==> src/pkg/dma_strobe_pkg.sv <==
// package for the host dma strobe timing block: field layout, timing counts, carriers
// assumes one 50 MHz system clock; counts are in clock cycles
package dma_strobe_pkg;

  localparam int unsigned CLK_PERIOD_NS     = 20;      // system clock period
  localparam int unsigned DATA_W            = 16;      // host data width
  localparam int unsigned FIFO_DEPTH        = 4;       // words buffered toward the slave

  // dma timing register layout (8 bits, loaded as a plain input)
  localparam int unsigned DELAY_SEL_BIT     = 6;       // strobe delay select
  localparam int unsigned LOW_CNT_LSB       = 0;       // strobe low count field lsb
  localparam int unsigned HIGH_CNT_LSB      = 3;       // strobe high count field lsb
  localparam int unsigned CNT_FIELD_W       = 3;       // both count fields 3 bits
  localparam logic [7:0]  DMA_TIMING_RESET  = 8'h00;   // reset value of the timing word

  // strobe timing figures in clocks
  localparam logic [3:0]  DELAY_SHORT       = 4'h2;    // ack to strobe, select = 0
  localparam logic [3:0]  DELAY_LONG        = 4'h4;    // ack to strobe, select = 1
  localparam logic [3:0]  WIDTH_BASE        = 4'h2;    // field value 0 gives 2 clocks
  localparam logic [3:0]  REQ_TO_ACK        = 4'h2;    // least wait request to ack
  localparam logic [3:0]  ACK_HOLD          = 4'h2;    // ack held after last strobe high
  localparam logic [1:0]  TAIL_CYCLES       = 2'h2;    // cycles allowed after request drops

  // slave ready latencies in clocks after the leading strobe edge
  localparam logic [3:0]  RDY_REG           = 4'h3;    // non dual-port access
  localparam logic [3:0]  RDY_DP_READ       = 4'h5;    // dual-port read
  localparam logic [3:0]  RDY_DP_WRITE      = 4'h3;    // dual-port write

  typedef struct packed {
    logic       delay_sel;                             // 1: four clock strobe delay
    logic [2:0] low_cnt;                               // asserted width minus two
    logic [2:0] high_cnt;                              // negated width minus two
    logic       burst;                                 // 1: burst, 0: single cycle
    logic       write;                                 // 1: write to slave
    logic       buffer_core;                           // 1: buffer-side core is master
  } strobe_cfg_t;

  typedef struct packed {
    logic       read_strobe;                           // slave read strobe, high active
    logic       write_strobe;                          // slave write strobe, high active
    logic       dual_port;                             // access hits the dual-port store
  } slave_access_t;

endpackage

==> src/rtl/host_dma_strobe_timing.sv <==
// host dma strobe timing: master strobe sequencer and slave ready timer that holds ready until the strobe ends
// assumes the master core's clock is already chosen upstream and arrives as clk
`timescale 1ns/1ps
module host_dma_strobe_timing
  import dma_strobe_pkg::*;
(
  input  wire logic              clk,
  input  wire logic              resetn,
  input  wire logic [7:0]        dma_timing_reg,
  input  wire logic              burst_mode,
  input  wire logic              write_mode,
  input  wire logic              buffer_core_master,
  input  wire logic              transfer_request,
  output logic                   transfer_acknowledge,
  output logic                   master_read_strobe,
  output logic                   master_write_strobe,
  input  wire logic [DATA_W-1:0] src_data,
  input  wire logic              src_valid,
  output logic                   src_ready,
  output logic [DATA_W-1:0]      host_data_out,
  output logic                   host_data_oe_n,
  input  wire logic [DATA_W-1:0] host_data_in,
  output logic [DATA_W-1:0]      read_data,
  output logic                   read_valid,
  input  wire logic              slave_read_strobe,
  input  wire logic              slave_write_strobe,
  input  wire logic              slave_dual_port,
  output logic                   slave_ready
);

  // reset release through two flip-flops
  logic rst_meta;
  logic rst_n;
  always_ff @(posedge clk or negedge resetn) begin
    if (!resetn) begin
      rst_meta <= 1'b0;
      rst_n    <= 1'b0;
    end else begin
      rst_meta <= 1'b1;
      rst_n    <= rst_meta;
    end
  end

  // pin inputs: three flops, change accepted when stages two and three agree
  localparam int unsigned NPIN = 4;
  logic [NPIN-1:0] pin_raw;                  // raw pins
  logic [NPIN-1:0] pin_s1;                   // first stage, read only by stage two
  logic [NPIN-1:0] pin_s2;
  logic [NPIN-1:0] pin_s3;
  logic [NPIN-1:0] pin;                      // filtered level
  logic [NPIN-1:0] next_pin;
  assign pin_raw = {slave_dual_port, slave_write_strobe, slave_read_strobe, transfer_request};

  genvar g;
  generate
    for (g = 0; g < NPIN; g++) begin : g_sync
      always_comb begin
        next_pin[g] = (pin_s2[g] == pin_s3[g]) ? pin_s3[g] : pin[g];
      end
    end
  endgenerate

  always_ff @(posedge clk) begin
    if (!rst_n) begin
      pin_s1 <= '0;
      pin_s2 <= '0;
      pin_s3 <= '0;
      pin    <= '0;
    end else begin
      pin_s1 <= pin_raw;
      pin_s2 <= pin_s1;
      pin_s3 <= pin_s2;
      pin    <= next_pin;
    end
  end

  logic          req;
  slave_access_t sacc;
  assign req  = pin[0];
  // slave pins taken from the agreeing stages directly; the extra register would cost
  // a clock that the ready window cannot spare
  assign sacc = '{read_strobe: next_pin[1], write_strobe: next_pin[2], dual_port: next_pin[3]};

  // configuration carried as one struct; the selected clock arrives on clk
  strobe_cfg_t cfg;
  assign cfg = '{delay_sel:   dma_timing_reg[DELAY_SEL_BIT],
                 low_cnt:     dma_timing_reg[LOW_CNT_LSB +: CNT_FIELD_W],
                 high_cnt:    dma_timing_reg[HIGH_CNT_LSB +: CNT_FIELD_W],
                 burst:       burst_mode,
                 write:       write_mode,
                 buffer_core: buffer_core_master};

  logic [3:0] low_clks;                      // asserted width in clocks
  logic [3:0] high_clks;                     // negated width in clocks
  logic [3:0] delay_clks;                    // ack to first strobe
  assign low_clks   = WIDTH_BASE + {1'b0, cfg.low_cnt};
  assign high_clks  = WIDTH_BASE + {1'b0, cfg.high_cnt};
  assign delay_clks = cfg.delay_sel ? DELAY_LONG : DELAY_SHORT;

  // write data waits in the fifo; the source stalls when it is full
  logic [DATA_W-1:0] fifo_data;
  logic              fifo_valid;
  logic              fifo_pop;
  dma_word_fifo #(.WIDTH(DATA_W), .DEPTH(FIFO_DEPTH)) u_fifo (
    .clk       (clk),
    .rst_n     (rst_n),
    .in_data   (src_data),
    .in_valid  (src_valid),
    .in_ready  (src_ready),
    .out_data  (fifo_data),
    .out_valid (fifo_valid),
    .out_ready (fifo_pop)
  );

  // master sequencer
  typedef enum logic [2:0] {M_IDLE, M_WAIT, M_DELAY, M_LOW, M_HIGH, M_HOLD} mstate_t;
  mstate_t    mst;
  mstate_t    next_mst;
  logic [3:0] cnt;                           // clocks spent in current phase
  logic [3:0] next_cnt;
  logic [1:0] tail;                          // cycles done since request dropped
  logic [1:0] next_tail;
  logic       req_low_seen;                  // request has dropped this transfer
  logic       next_req_low_seen;
  logic       ack;
  logic       next_ack;
  logic       strobe;
  logic       next_strobe;
  logic [DATA_W-1:0] dout;
  logic [DATA_W-1:0] next_dout;
  logic       drive;
  logic       next_drive;
  logic [DATA_W-1:0] rdata;
  logic [DATA_W-1:0] next_rdata;
  logic       rvalid;
  logic       next_rvalid;
  logic       more;                          // another cycle may start

  // a write cycle needs a word; request drop allows only the tail cycles
  // one cycle may already have started inside the request filter delay, so only
  // one more is begun once the drop is seen; this keeps the tail within limit
  always_comb begin
    more = (req || (req_low_seen && tail < TAIL_CYCLES - 2'h1))
           && (!cfg.write || fifo_valid);
  end

  // next state of the master sequencer
  always_comb begin
    next_mst          = mst;
    next_cnt          = cnt + 4'h1;
    next_tail         = tail;
    next_req_low_seen = req_low_seen || (ack && !req);
    next_ack          = ack;
    next_strobe       = strobe;
    next_dout         = dout;
    next_drive        = drive;
    next_rdata        = rdata;
    next_rvalid       = 1'b0;
    fifo_pop          = 1'b0;
    case (mst)
      M_IDLE: begin
        next_cnt          = 4'h0;
        next_tail         = 2'h0;
        next_req_low_seen = 1'b0;
        if (req && (!cfg.write || fifo_valid)) begin
          next_mst = M_WAIT;
          next_cnt = 4'h1;
        end
      end
      M_WAIT: begin
        // hold off the ack for the least request-to-ack wait
        if (cnt >= REQ_TO_ACK) begin
          next_mst   = M_DELAY;
          next_ack   = 1'b1;
          next_cnt   = 4'h1;
          next_drive = cfg.write;
          if (cfg.write) begin
            next_dout = fifo_data;
            fifo_pop  = 1'b1;
          end
        end
      end
      M_DELAY: begin
        if (cnt >= delay_clks) begin
          next_mst    = M_LOW;
          next_strobe = 1'b1;
          next_cnt    = 4'h1;
        end
      end
      M_LOW: begin
        if (cnt >= low_clks) begin
          next_strobe = 1'b0;
          next_cnt    = 4'h1;
          next_rdata  = host_data_in;
          next_rvalid = !cfg.write;
          if (req_low_seen || !req) begin
            next_tail = tail + 2'h1;
          end
          // burst keeps ack across cycles; single cycle drops it after each
          next_mst = cfg.burst ? M_HIGH : M_HOLD;
        end
      end
      M_HIGH: begin
        // burst: period is low plus high clocks
        if (cnt >= high_clks) begin
          if (more) begin
            next_mst    = M_LOW;
            next_strobe = 1'b1;
            next_cnt    = 4'h1;
            if (cfg.write) begin
              next_dout = fifo_data;
              fifo_pop  = 1'b1;
            end
          end else begin
            next_mst = M_HOLD;
            next_cnt = 4'h1;
          end
        end
      end
      M_HOLD: begin
        // ack outlasts the last strobe; single cycle also keeps the negated width
        if (cnt >= (cfg.burst ? ACK_HOLD : high_clks)) begin
          next_ack   = 1'b0;
          next_drive = 1'b0;
          next_mst   = M_IDLE;
        end
      end
      default: begin
        next_mst    = M_IDLE;
        next_ack    = 1'b0;
        next_strobe = 1'b0;
        next_drive  = 1'b0;
      end
    endcase
  end

  always_ff @(posedge clk) begin
    if (!rst_n) begin
      mst          <= M_IDLE;
      cnt          <= 4'h0;
      tail         <= 2'h0;
      req_low_seen <= 1'b0;
      ack          <= 1'b0;
      strobe       <= 1'b0;
      dout         <= '0;
      drive        <= 1'b0;
      rdata        <= '0;
      rvalid       <= 1'b0;
    end else begin
      mst          <= next_mst;
      cnt          <= next_cnt;
      tail         <= next_tail;
      req_low_seen <= next_req_low_seen;
      ack          <= next_ack;
      strobe       <= next_strobe;
      dout         <= next_dout;
      drive        <= next_drive;
      rdata        <= next_rdata;
      rvalid       <= next_rvalid;
    end
  end

  assign transfer_acknowledge = ack;
  assign master_read_strobe   = strobe && !cfg.write;
  assign master_write_strobe  = strobe && cfg.write;
  assign host_data_out        = dout;
  assign host_data_oe_n       = !drive;
  assign read_data            = rdata;
  assign read_valid           = rvalid;

  // slave ready timer: counts from the filtered leading strobe edge
  typedef enum logic [1:0] {S_IDLE, S_COUNT, S_READY} sstate_t;
  sstate_t    sst;
  sstate_t    next_sst;
  logic [3:0] scnt;
  logic [3:0] next_scnt;
  logic [3:0] target;
  logic       rdy;
  logic       next_rdy;
  logic       any_strobe;
  localparam logic [3:0] SEEN_CLKS = 4'h4;   // first edge able to raise ready after the pin edge
  assign any_strobe = sacc.read_strobe || sacc.write_strobe;

  // latency chosen by target and direction; the sync delay eats part of it
  always_comb begin
    if (!sacc.dual_port) begin
      target = RDY_REG;
    end else if (sacc.read_strobe) begin
      target = RDY_DP_READ;
    end else begin
      target = RDY_DP_WRITE;
    end
  end

  always_comb begin
    next_sst  = sst;
    next_scnt = scnt;
    next_rdy  = rdy;
    case (sst)
      S_IDLE: begin
        // the filter has spent three clocks; short latencies answer on the next edge
        next_scnt = SEEN_CLKS;
        next_rdy  = 1'b0;
        if (any_strobe) begin
          if (target < SEEN_CLKS) begin
            next_sst = S_READY;
            next_rdy = 1'b1;
          end else begin
            next_sst = S_COUNT;
          end
        end
      end
      S_COUNT: begin
        next_scnt = scnt + 4'h1;
        if (scnt >= target) begin
          next_sst = S_READY;
          next_rdy = 1'b1;
        end
      end
      S_READY: begin
        // ready stays up until the strobe ends, which the other side waits for
        if (!any_strobe) begin
          next_sst = S_IDLE;
          next_rdy = 1'b0;
        end
      end
      default: begin
        next_sst = S_IDLE;
        next_rdy = 1'b0;
      end
    endcase
  end

  always_ff @(posedge clk) begin
    if (!rst_n) begin
      sst  <= S_IDLE;
      scnt <= 4'h0;
      rdy  <= 1'b0;
    end else begin
      sst  <= next_sst;
      scnt <= next_scnt;
      rdy  <= next_rdy;
    end
  end

  assign slave_ready = rdy;
endmodule // host_dma_strobe_timing

==> src/rtl/dma_word_fifo.sv <==
// small flip-flop fifo with valid/ready on both sides
// assumes a single clock and a synchronous active-low reset copy from the top
`timescale 1ns/1ps
module dma_word_fifo #(
  parameter int unsigned WIDTH = 16,
  parameter int unsigned DEPTH = 4
) (
  input  wire logic             clk,
  input  wire logic             rst_n,
  input  wire logic [WIDTH-1:0] in_data,
  input  wire logic             in_valid,
  output logic                  in_ready,
  output logic [WIDTH-1:0]      out_data,
  output logic                  out_valid,
  input  wire logic             out_ready
);
  localparam int unsigned AW = $clog2(DEPTH);

  logic [WIDTH-1:0] mem [DEPTH];     // storage words
  logic [AW-1:0]    wr_ptr;          // next slot to fill
  logic [AW-1:0]    rd_ptr;          // next slot to drain
  logic [AW:0]      fill;            // words held
  logic [AW-1:0]    next_wr_ptr;
  logic [AW-1:0]    next_rd_ptr;
  logic [AW:0]      next_fill;
  logic             push;
  logic             pop;

  assign in_ready  = (fill < (AW+1)'(DEPTH));   // room left while fewer than depth words held
  assign out_valid = (fill != '0);
  assign out_data  = mem[rd_ptr];
  assign push      = in_valid && in_ready;
  assign pop       = out_valid && out_ready;

  // pointer and fill arithmetic, wrap at depth
  always_comb begin
    next_wr_ptr = wr_ptr;
    next_rd_ptr = rd_ptr;
    next_fill   = fill;
    if (push) begin
      next_wr_ptr = (wr_ptr == AW'(DEPTH - 1)) ? '0 : wr_ptr + 1'b1;
    end
    if (pop) begin
      next_rd_ptr = (rd_ptr == AW'(DEPTH - 1)) ? '0 : rd_ptr + 1'b1;
    end
    if (push && !pop) begin
      next_fill = fill + 1'b1;
    end else if (pop && !push) begin
      next_fill = fill - 1'b1;
    end
  end

  // register pointers; storage written only on a push
  always_ff @(posedge clk) begin
    if (!rst_n) begin
      wr_ptr <= '0;
      rd_ptr <= '0;
      fill   <= '0;
    end else begin
      wr_ptr <= next_wr_ptr;
      rd_ptr <= next_rd_ptr;
      fill   <= next_fill;
    end
    if (push) begin
      mem[wr_ptr] <= in_data;
    end
  end
endmodule // dma_word_fifo

==> config.mk <==
export PLATFORM = sky130hd
export DESIGN_NAME = host_dma_strobe_timing
export DESIGN_NICKNAME = d
export VERILOG_FILES = /design/src/pkg/dma_strobe_pkg.sv /design/src/rtl/host_dma_strobe_timing.sv /design/src/rtl/dma_word_fifo.sv
export SDC_FILE = /design/constraint.sdc
export NUM_CORES = 1
export LEC_CHECK = 0
export BUFFER_PORTS_ARGS = -buffer_cell sky130_fd_sc_hd__buf_2
export CORE_UTILIZATION = 30
export DETAILED_ROUTE_END_ITERATION = 10
export GPL_TIMING_DRIVEN = 0
export PLACE_DENSITY_LB_ADDON = 0.08
export REMOVE_ABC_BUFFERS = 1
export SYNTH_ARGS = -nofsm -noshare
export SYNTH_HDL_FRONTEND = slang
export SYNTH_SLANG_ARGS = --single-unit
==> constraint.sdc <==
create_clock -name clk -period 4.5 [get_ports clk]
set_clock_uncertainty 0.2 [all_clocks]
set_input_delay 0 -clock clk [delete_from_list [all_inputs] [get_ports clk]]
set_output_delay 0 -clock clk [all_outputs]
set_load 0.02 [all_outputs]
==> results.cfg <==
[outcome]
outcome = finished clean

[pwr]
power_mw = 3.16
p_sw_share_pct = 22.2
worst_ir_drop_vdd_mv = 0.241
comb_power_share_pct = 6.2
p_int_mw = 2.46
pwr-share-clk_pct = 47.9
sequentialPowerShare_pct = 45.9
power.switching_mw = 0.702
leakagePower_nw = 3.12
p_per_area_mw_per_mm2 = 407

[route]
m1WireLength_um = 5770
wl_met2_um = 6620
wl_per_cell_um = 14.5
firstDrtPassIters = 4
drtIter0Drc = 151
wl_met3_um = 495
drt-total-wl_um = 13100
highest_layer = met4
drcViolationCount = 0
vias = 4103
postRouteAntennaNets = 0
post_drt_via_cell_ratio = 4.52

[synth]
yosys_warnings = 0
synth_area_mm2 = 0.00607
synthCells = 502
ys_ff_latch = 144
synth_cell_types = 62
synthFlopType = dfxtp_1
syn_avg_cell_area_um2 = 12.1
synth_edf_count = 64
ys_seq_area_share_pct = 58.2
synth_async_sr_flop_share_pct = 1.39

[die]
ioPinCount = 89
die-height_um = 144
die_w_um = 144
core_area_mm2 = 0.0197
die_area_mm2 = 0.0208
fp-row-count = 51
start_util_pct = 30.9

[worst_setup_path]
r2r-end = u_fifo.fill[2]$_SDFFE_PN0P_
start_kind = register
crit_top_cell = inv_1
critPathSlowestCell = dfxtp_1
worstRegToRegCells = 14
critical_path.max_stage_delay_ns = 0.43
rr_startpoint = cnt[0]$_SDFF_PN0_
cp.arrival_ns = 3.80
reg2reg_slack_ns = 0.84
worstSetupEndpointType = register
critical_path_class = register to register
cp_max_fo = 6
required_ns = 4.64
worstPathCellList = inv_1, ha_1, nand2b_1, a2111oi_2, a21oi_1, a41oi_4, nor4_4, inv_1, ha_1, inv_1, fa_1, xor2_1, or3_1, a21oi_1

[worst_hold_path]
hold_path_end = pin_s1[0]$_SDFF_PN0_
hold_path_class = input port to register
min_from = transfer_request
holdPathStages = 3

[cells_and_area]
drive_gt1_share_pct = 21.8
finalNonFillerCells = 907
nFillCells = 1966
syn_to_final_growth_pct = 28.0
num_antenna_cells = 0
post-route-util_pct = 39.5
nets = 708
final_area_mm2 = 0.00776

[grt]
grt_max_degree = 56
grtUsageTotal_pct = 13.6
grt_pass1_vias = 4227
grt_pass1_wl_um = 21100
antenna_found_initial = 0
grt.overflow.total = 0

[flow_run]
cap_viol_max_count = 0

[clock_tree]
cts_buffers = 17
clockRootBuffer = clkbuf_16
cts_resized = 0
tritoncts = built
clkSinkCount = 144
insertion_delay_ns = 0.42
cts.path.max_buffers = 2
cts_htree_levels = 4
clk_pin_slew_ns = 0.06

[sta]
finalSetupViolCount = 0
max_slew_margin_pct = 29.6
period_share_pct = 81.3
tightest_slew_ns = 1.05
fin_setup_tns_ns = 0
hold_ws_ns = 0.129
setup_slack_ns = 0.839
post-route-min-period_ns = 3.66
hold_violations = 0
rsz0062_at_grt = false
max_freq_mhz = 273
maxSlewViolCount = 0

[placed_design]
place_congestion = 0.769
dp_hpwl_um = 8330
dp.cells = 832
portBuffers = 86
place_ws_ns = 0.179
dpl-instance-area_mm2 = 0.00671
-- worst max-delay path: cells and delay by family (launching register included) --
kind | cells | cell delay (ns)
fa+ha+maj | 3 | 0.90
compound gates | 4 | 1.01
simple gates | 3 | 0.54
buf+inv | 3 | 0.34
flops | 1 | 0.43
xor+xnor | 1 | 0.17
-- cell usage in the layout (no fill, tap or decap), types with 4 or more instances in the layout --
master	netlist	routed
buf_2	3	86
dfxtp_1	78	78
edfxtp_1	64	64
nor2_1	48	48
nand2_1	48	48
dlygate4sd3_1	0	41
a21oi_1	40	40
ha_1	28	28
inv_1	23	23
and2_1	21	21
mux2i_1	19	19
clkbuf_16	0	17
o21ai_0	16	16
nand2b_1	8	8
mux4_1	8	8
mux4_2	8	8
nand3_1	6	6
nor2b_1	5	5
nor3_1	5	5
inv_6	0	5
o211ai_1	4	4
bufinv_16	0	4
-- how the worst max path moves through the flow --
stage / cells after the start / endpoint / start / slack, ns
finish: 14 / u_fifo.fill[2]$_SDFFE_PN0P_ / cnt[0]$_SDFF_PN0_ / 0.84
global route: 14 / u_fifo.fill[2]$_SDFFE_PN0P_ / cnt[0]$_SDFF_PN0_ / 0.52
CTS: 14 / u_fifo.fill[2]$_SDFFE_PN0P_ / cnt[0]$_SDFF_PN0_ / 0.15
detailed placement: 14 / u_fifo.fill[2]$_SDFFE_PN0P_ / cnt[0]$_SDFF_PN0_ / 0.18
global placement: 14 / u_fifo.fill[2]$_SDFFE_PN0P_ / cnt[0]$_SDFF_PN0_ / 0.18
floorplan: 14 / u_fifo.fill[2]$_SDFFE_PN0P_ / cnt[0]$_SDFF_PN0_ / 0.84
-- registers in the layout, summed over array words and instances (netlist names), 4 cells and up, named ones only --
| signal | flops |
|---|---|
| u_fifo.mem | 64 |
| pin | 4 |
| scnt | 4 |
| pin_s2 | 4 |
| read_data | 16 |
| pin_s3 | 4 |
| cnt | 4 |
| pin_s1 | 4 |
| host_data_out | 16 |
-- per-layer routing --
layer / track usage, % / vias to the layer above
met4: 6.48 / 0
met3: 4.27 / 19
met5: 0 / -
li1: - / 2058
met2: 23.7 / 62
met1: 15.0 / 1964
-- synthesized netlist by cell type (3+ instances only) --
| library cell | instances | area share [%] |
|---|---|---|
| nor3_1 | 5 | 0.41 |
| and2_1 | 21 | 2.2 |
| edfxtp_1 | 64 | 32 |
| a21oi_1 | 40 | 3.3 |
| nand3_1 | 6 | 0.49 |
| buf_1 | 3 | 0.19 |
| o211ai_1 | 4 | 0.49 |
| nand2b_1 | 8 | 0.82 |
| or3_1 | 3 | 0.31 |
| mux4_2 | 8 | 3.0 |
| dfxtp_1 | 78 | 26 |
| mux2i_1 | 19 | 3.1 |
| nor2_1 | 48 | 3.0 |
| mux4_1 | 8 | 3.5 |
| xor2_1 | 3 | 0.43 |
| buf_2 | 3 | 0.25 |
| a21o_1 | 3 | 0.37 |
| nand2_1 | 48 | 3.0 |
| nor2b_1 | 5 | 0.52 |
| o21ai_0 | 16 | 1.3 |
| clkbuf_1 | 10 | 0.62 |
| ha_1 | 28 | 5.8 |
| inv_1 | 23 | 1.4 |
-- power groups by stage --
| stage | clock network [mW] | logic [mW] | registers [mW] |
|---|---|---|---|
| 3_3_place_gp | 0 | 0.167 | 1.48 |
| 2_1_floorplan | 0 | 0.108 | 1.47 |
| 5_1_grt | 1.62 | 0.220 | 1.46 |
| 6_report | 1.51 | 0.195 | 1.45 |
| 4_1_cts | 1.56 | 0.203 | 1.45 |
| 3_5_place_dp | 0 | 0.173 | 1.48 |
-- cell type report --
type,count,area (µm²),area share (%)
clock buffers,18,429,5.53
clock inverters,14,204,2.63
inverters,24,90.1,1.16
multi-input cells,313,2320,29.9
flip-flops and latches,144,3530,45.5
well taps,265,332,4.27
repair buffers,129,856,11.0
-- repair_timing --
action,4_1_cts,5_1_grt
hold buffers,41,0
setup endpoints to repair,0,1
setup buffers,0,2
hold endpoints to repair,92,0
-- cells by family (layout without fill, tap and decap cells) --
logic type      after synthesis  after routing  synth area share, %
buf+inv                      45            185                 3.51
xor+xnor                      5              5                0.722
mux                          35             35                 9.57
other cells                   1              1               0.0618
flops                       144            144                 58.2
fa+ha+maj                    31             31                 6.43
simple gates                159            159                 13.0
compound gates               82             82                 8.46
No activity file was read; power rests on OpenSTA's default activity.
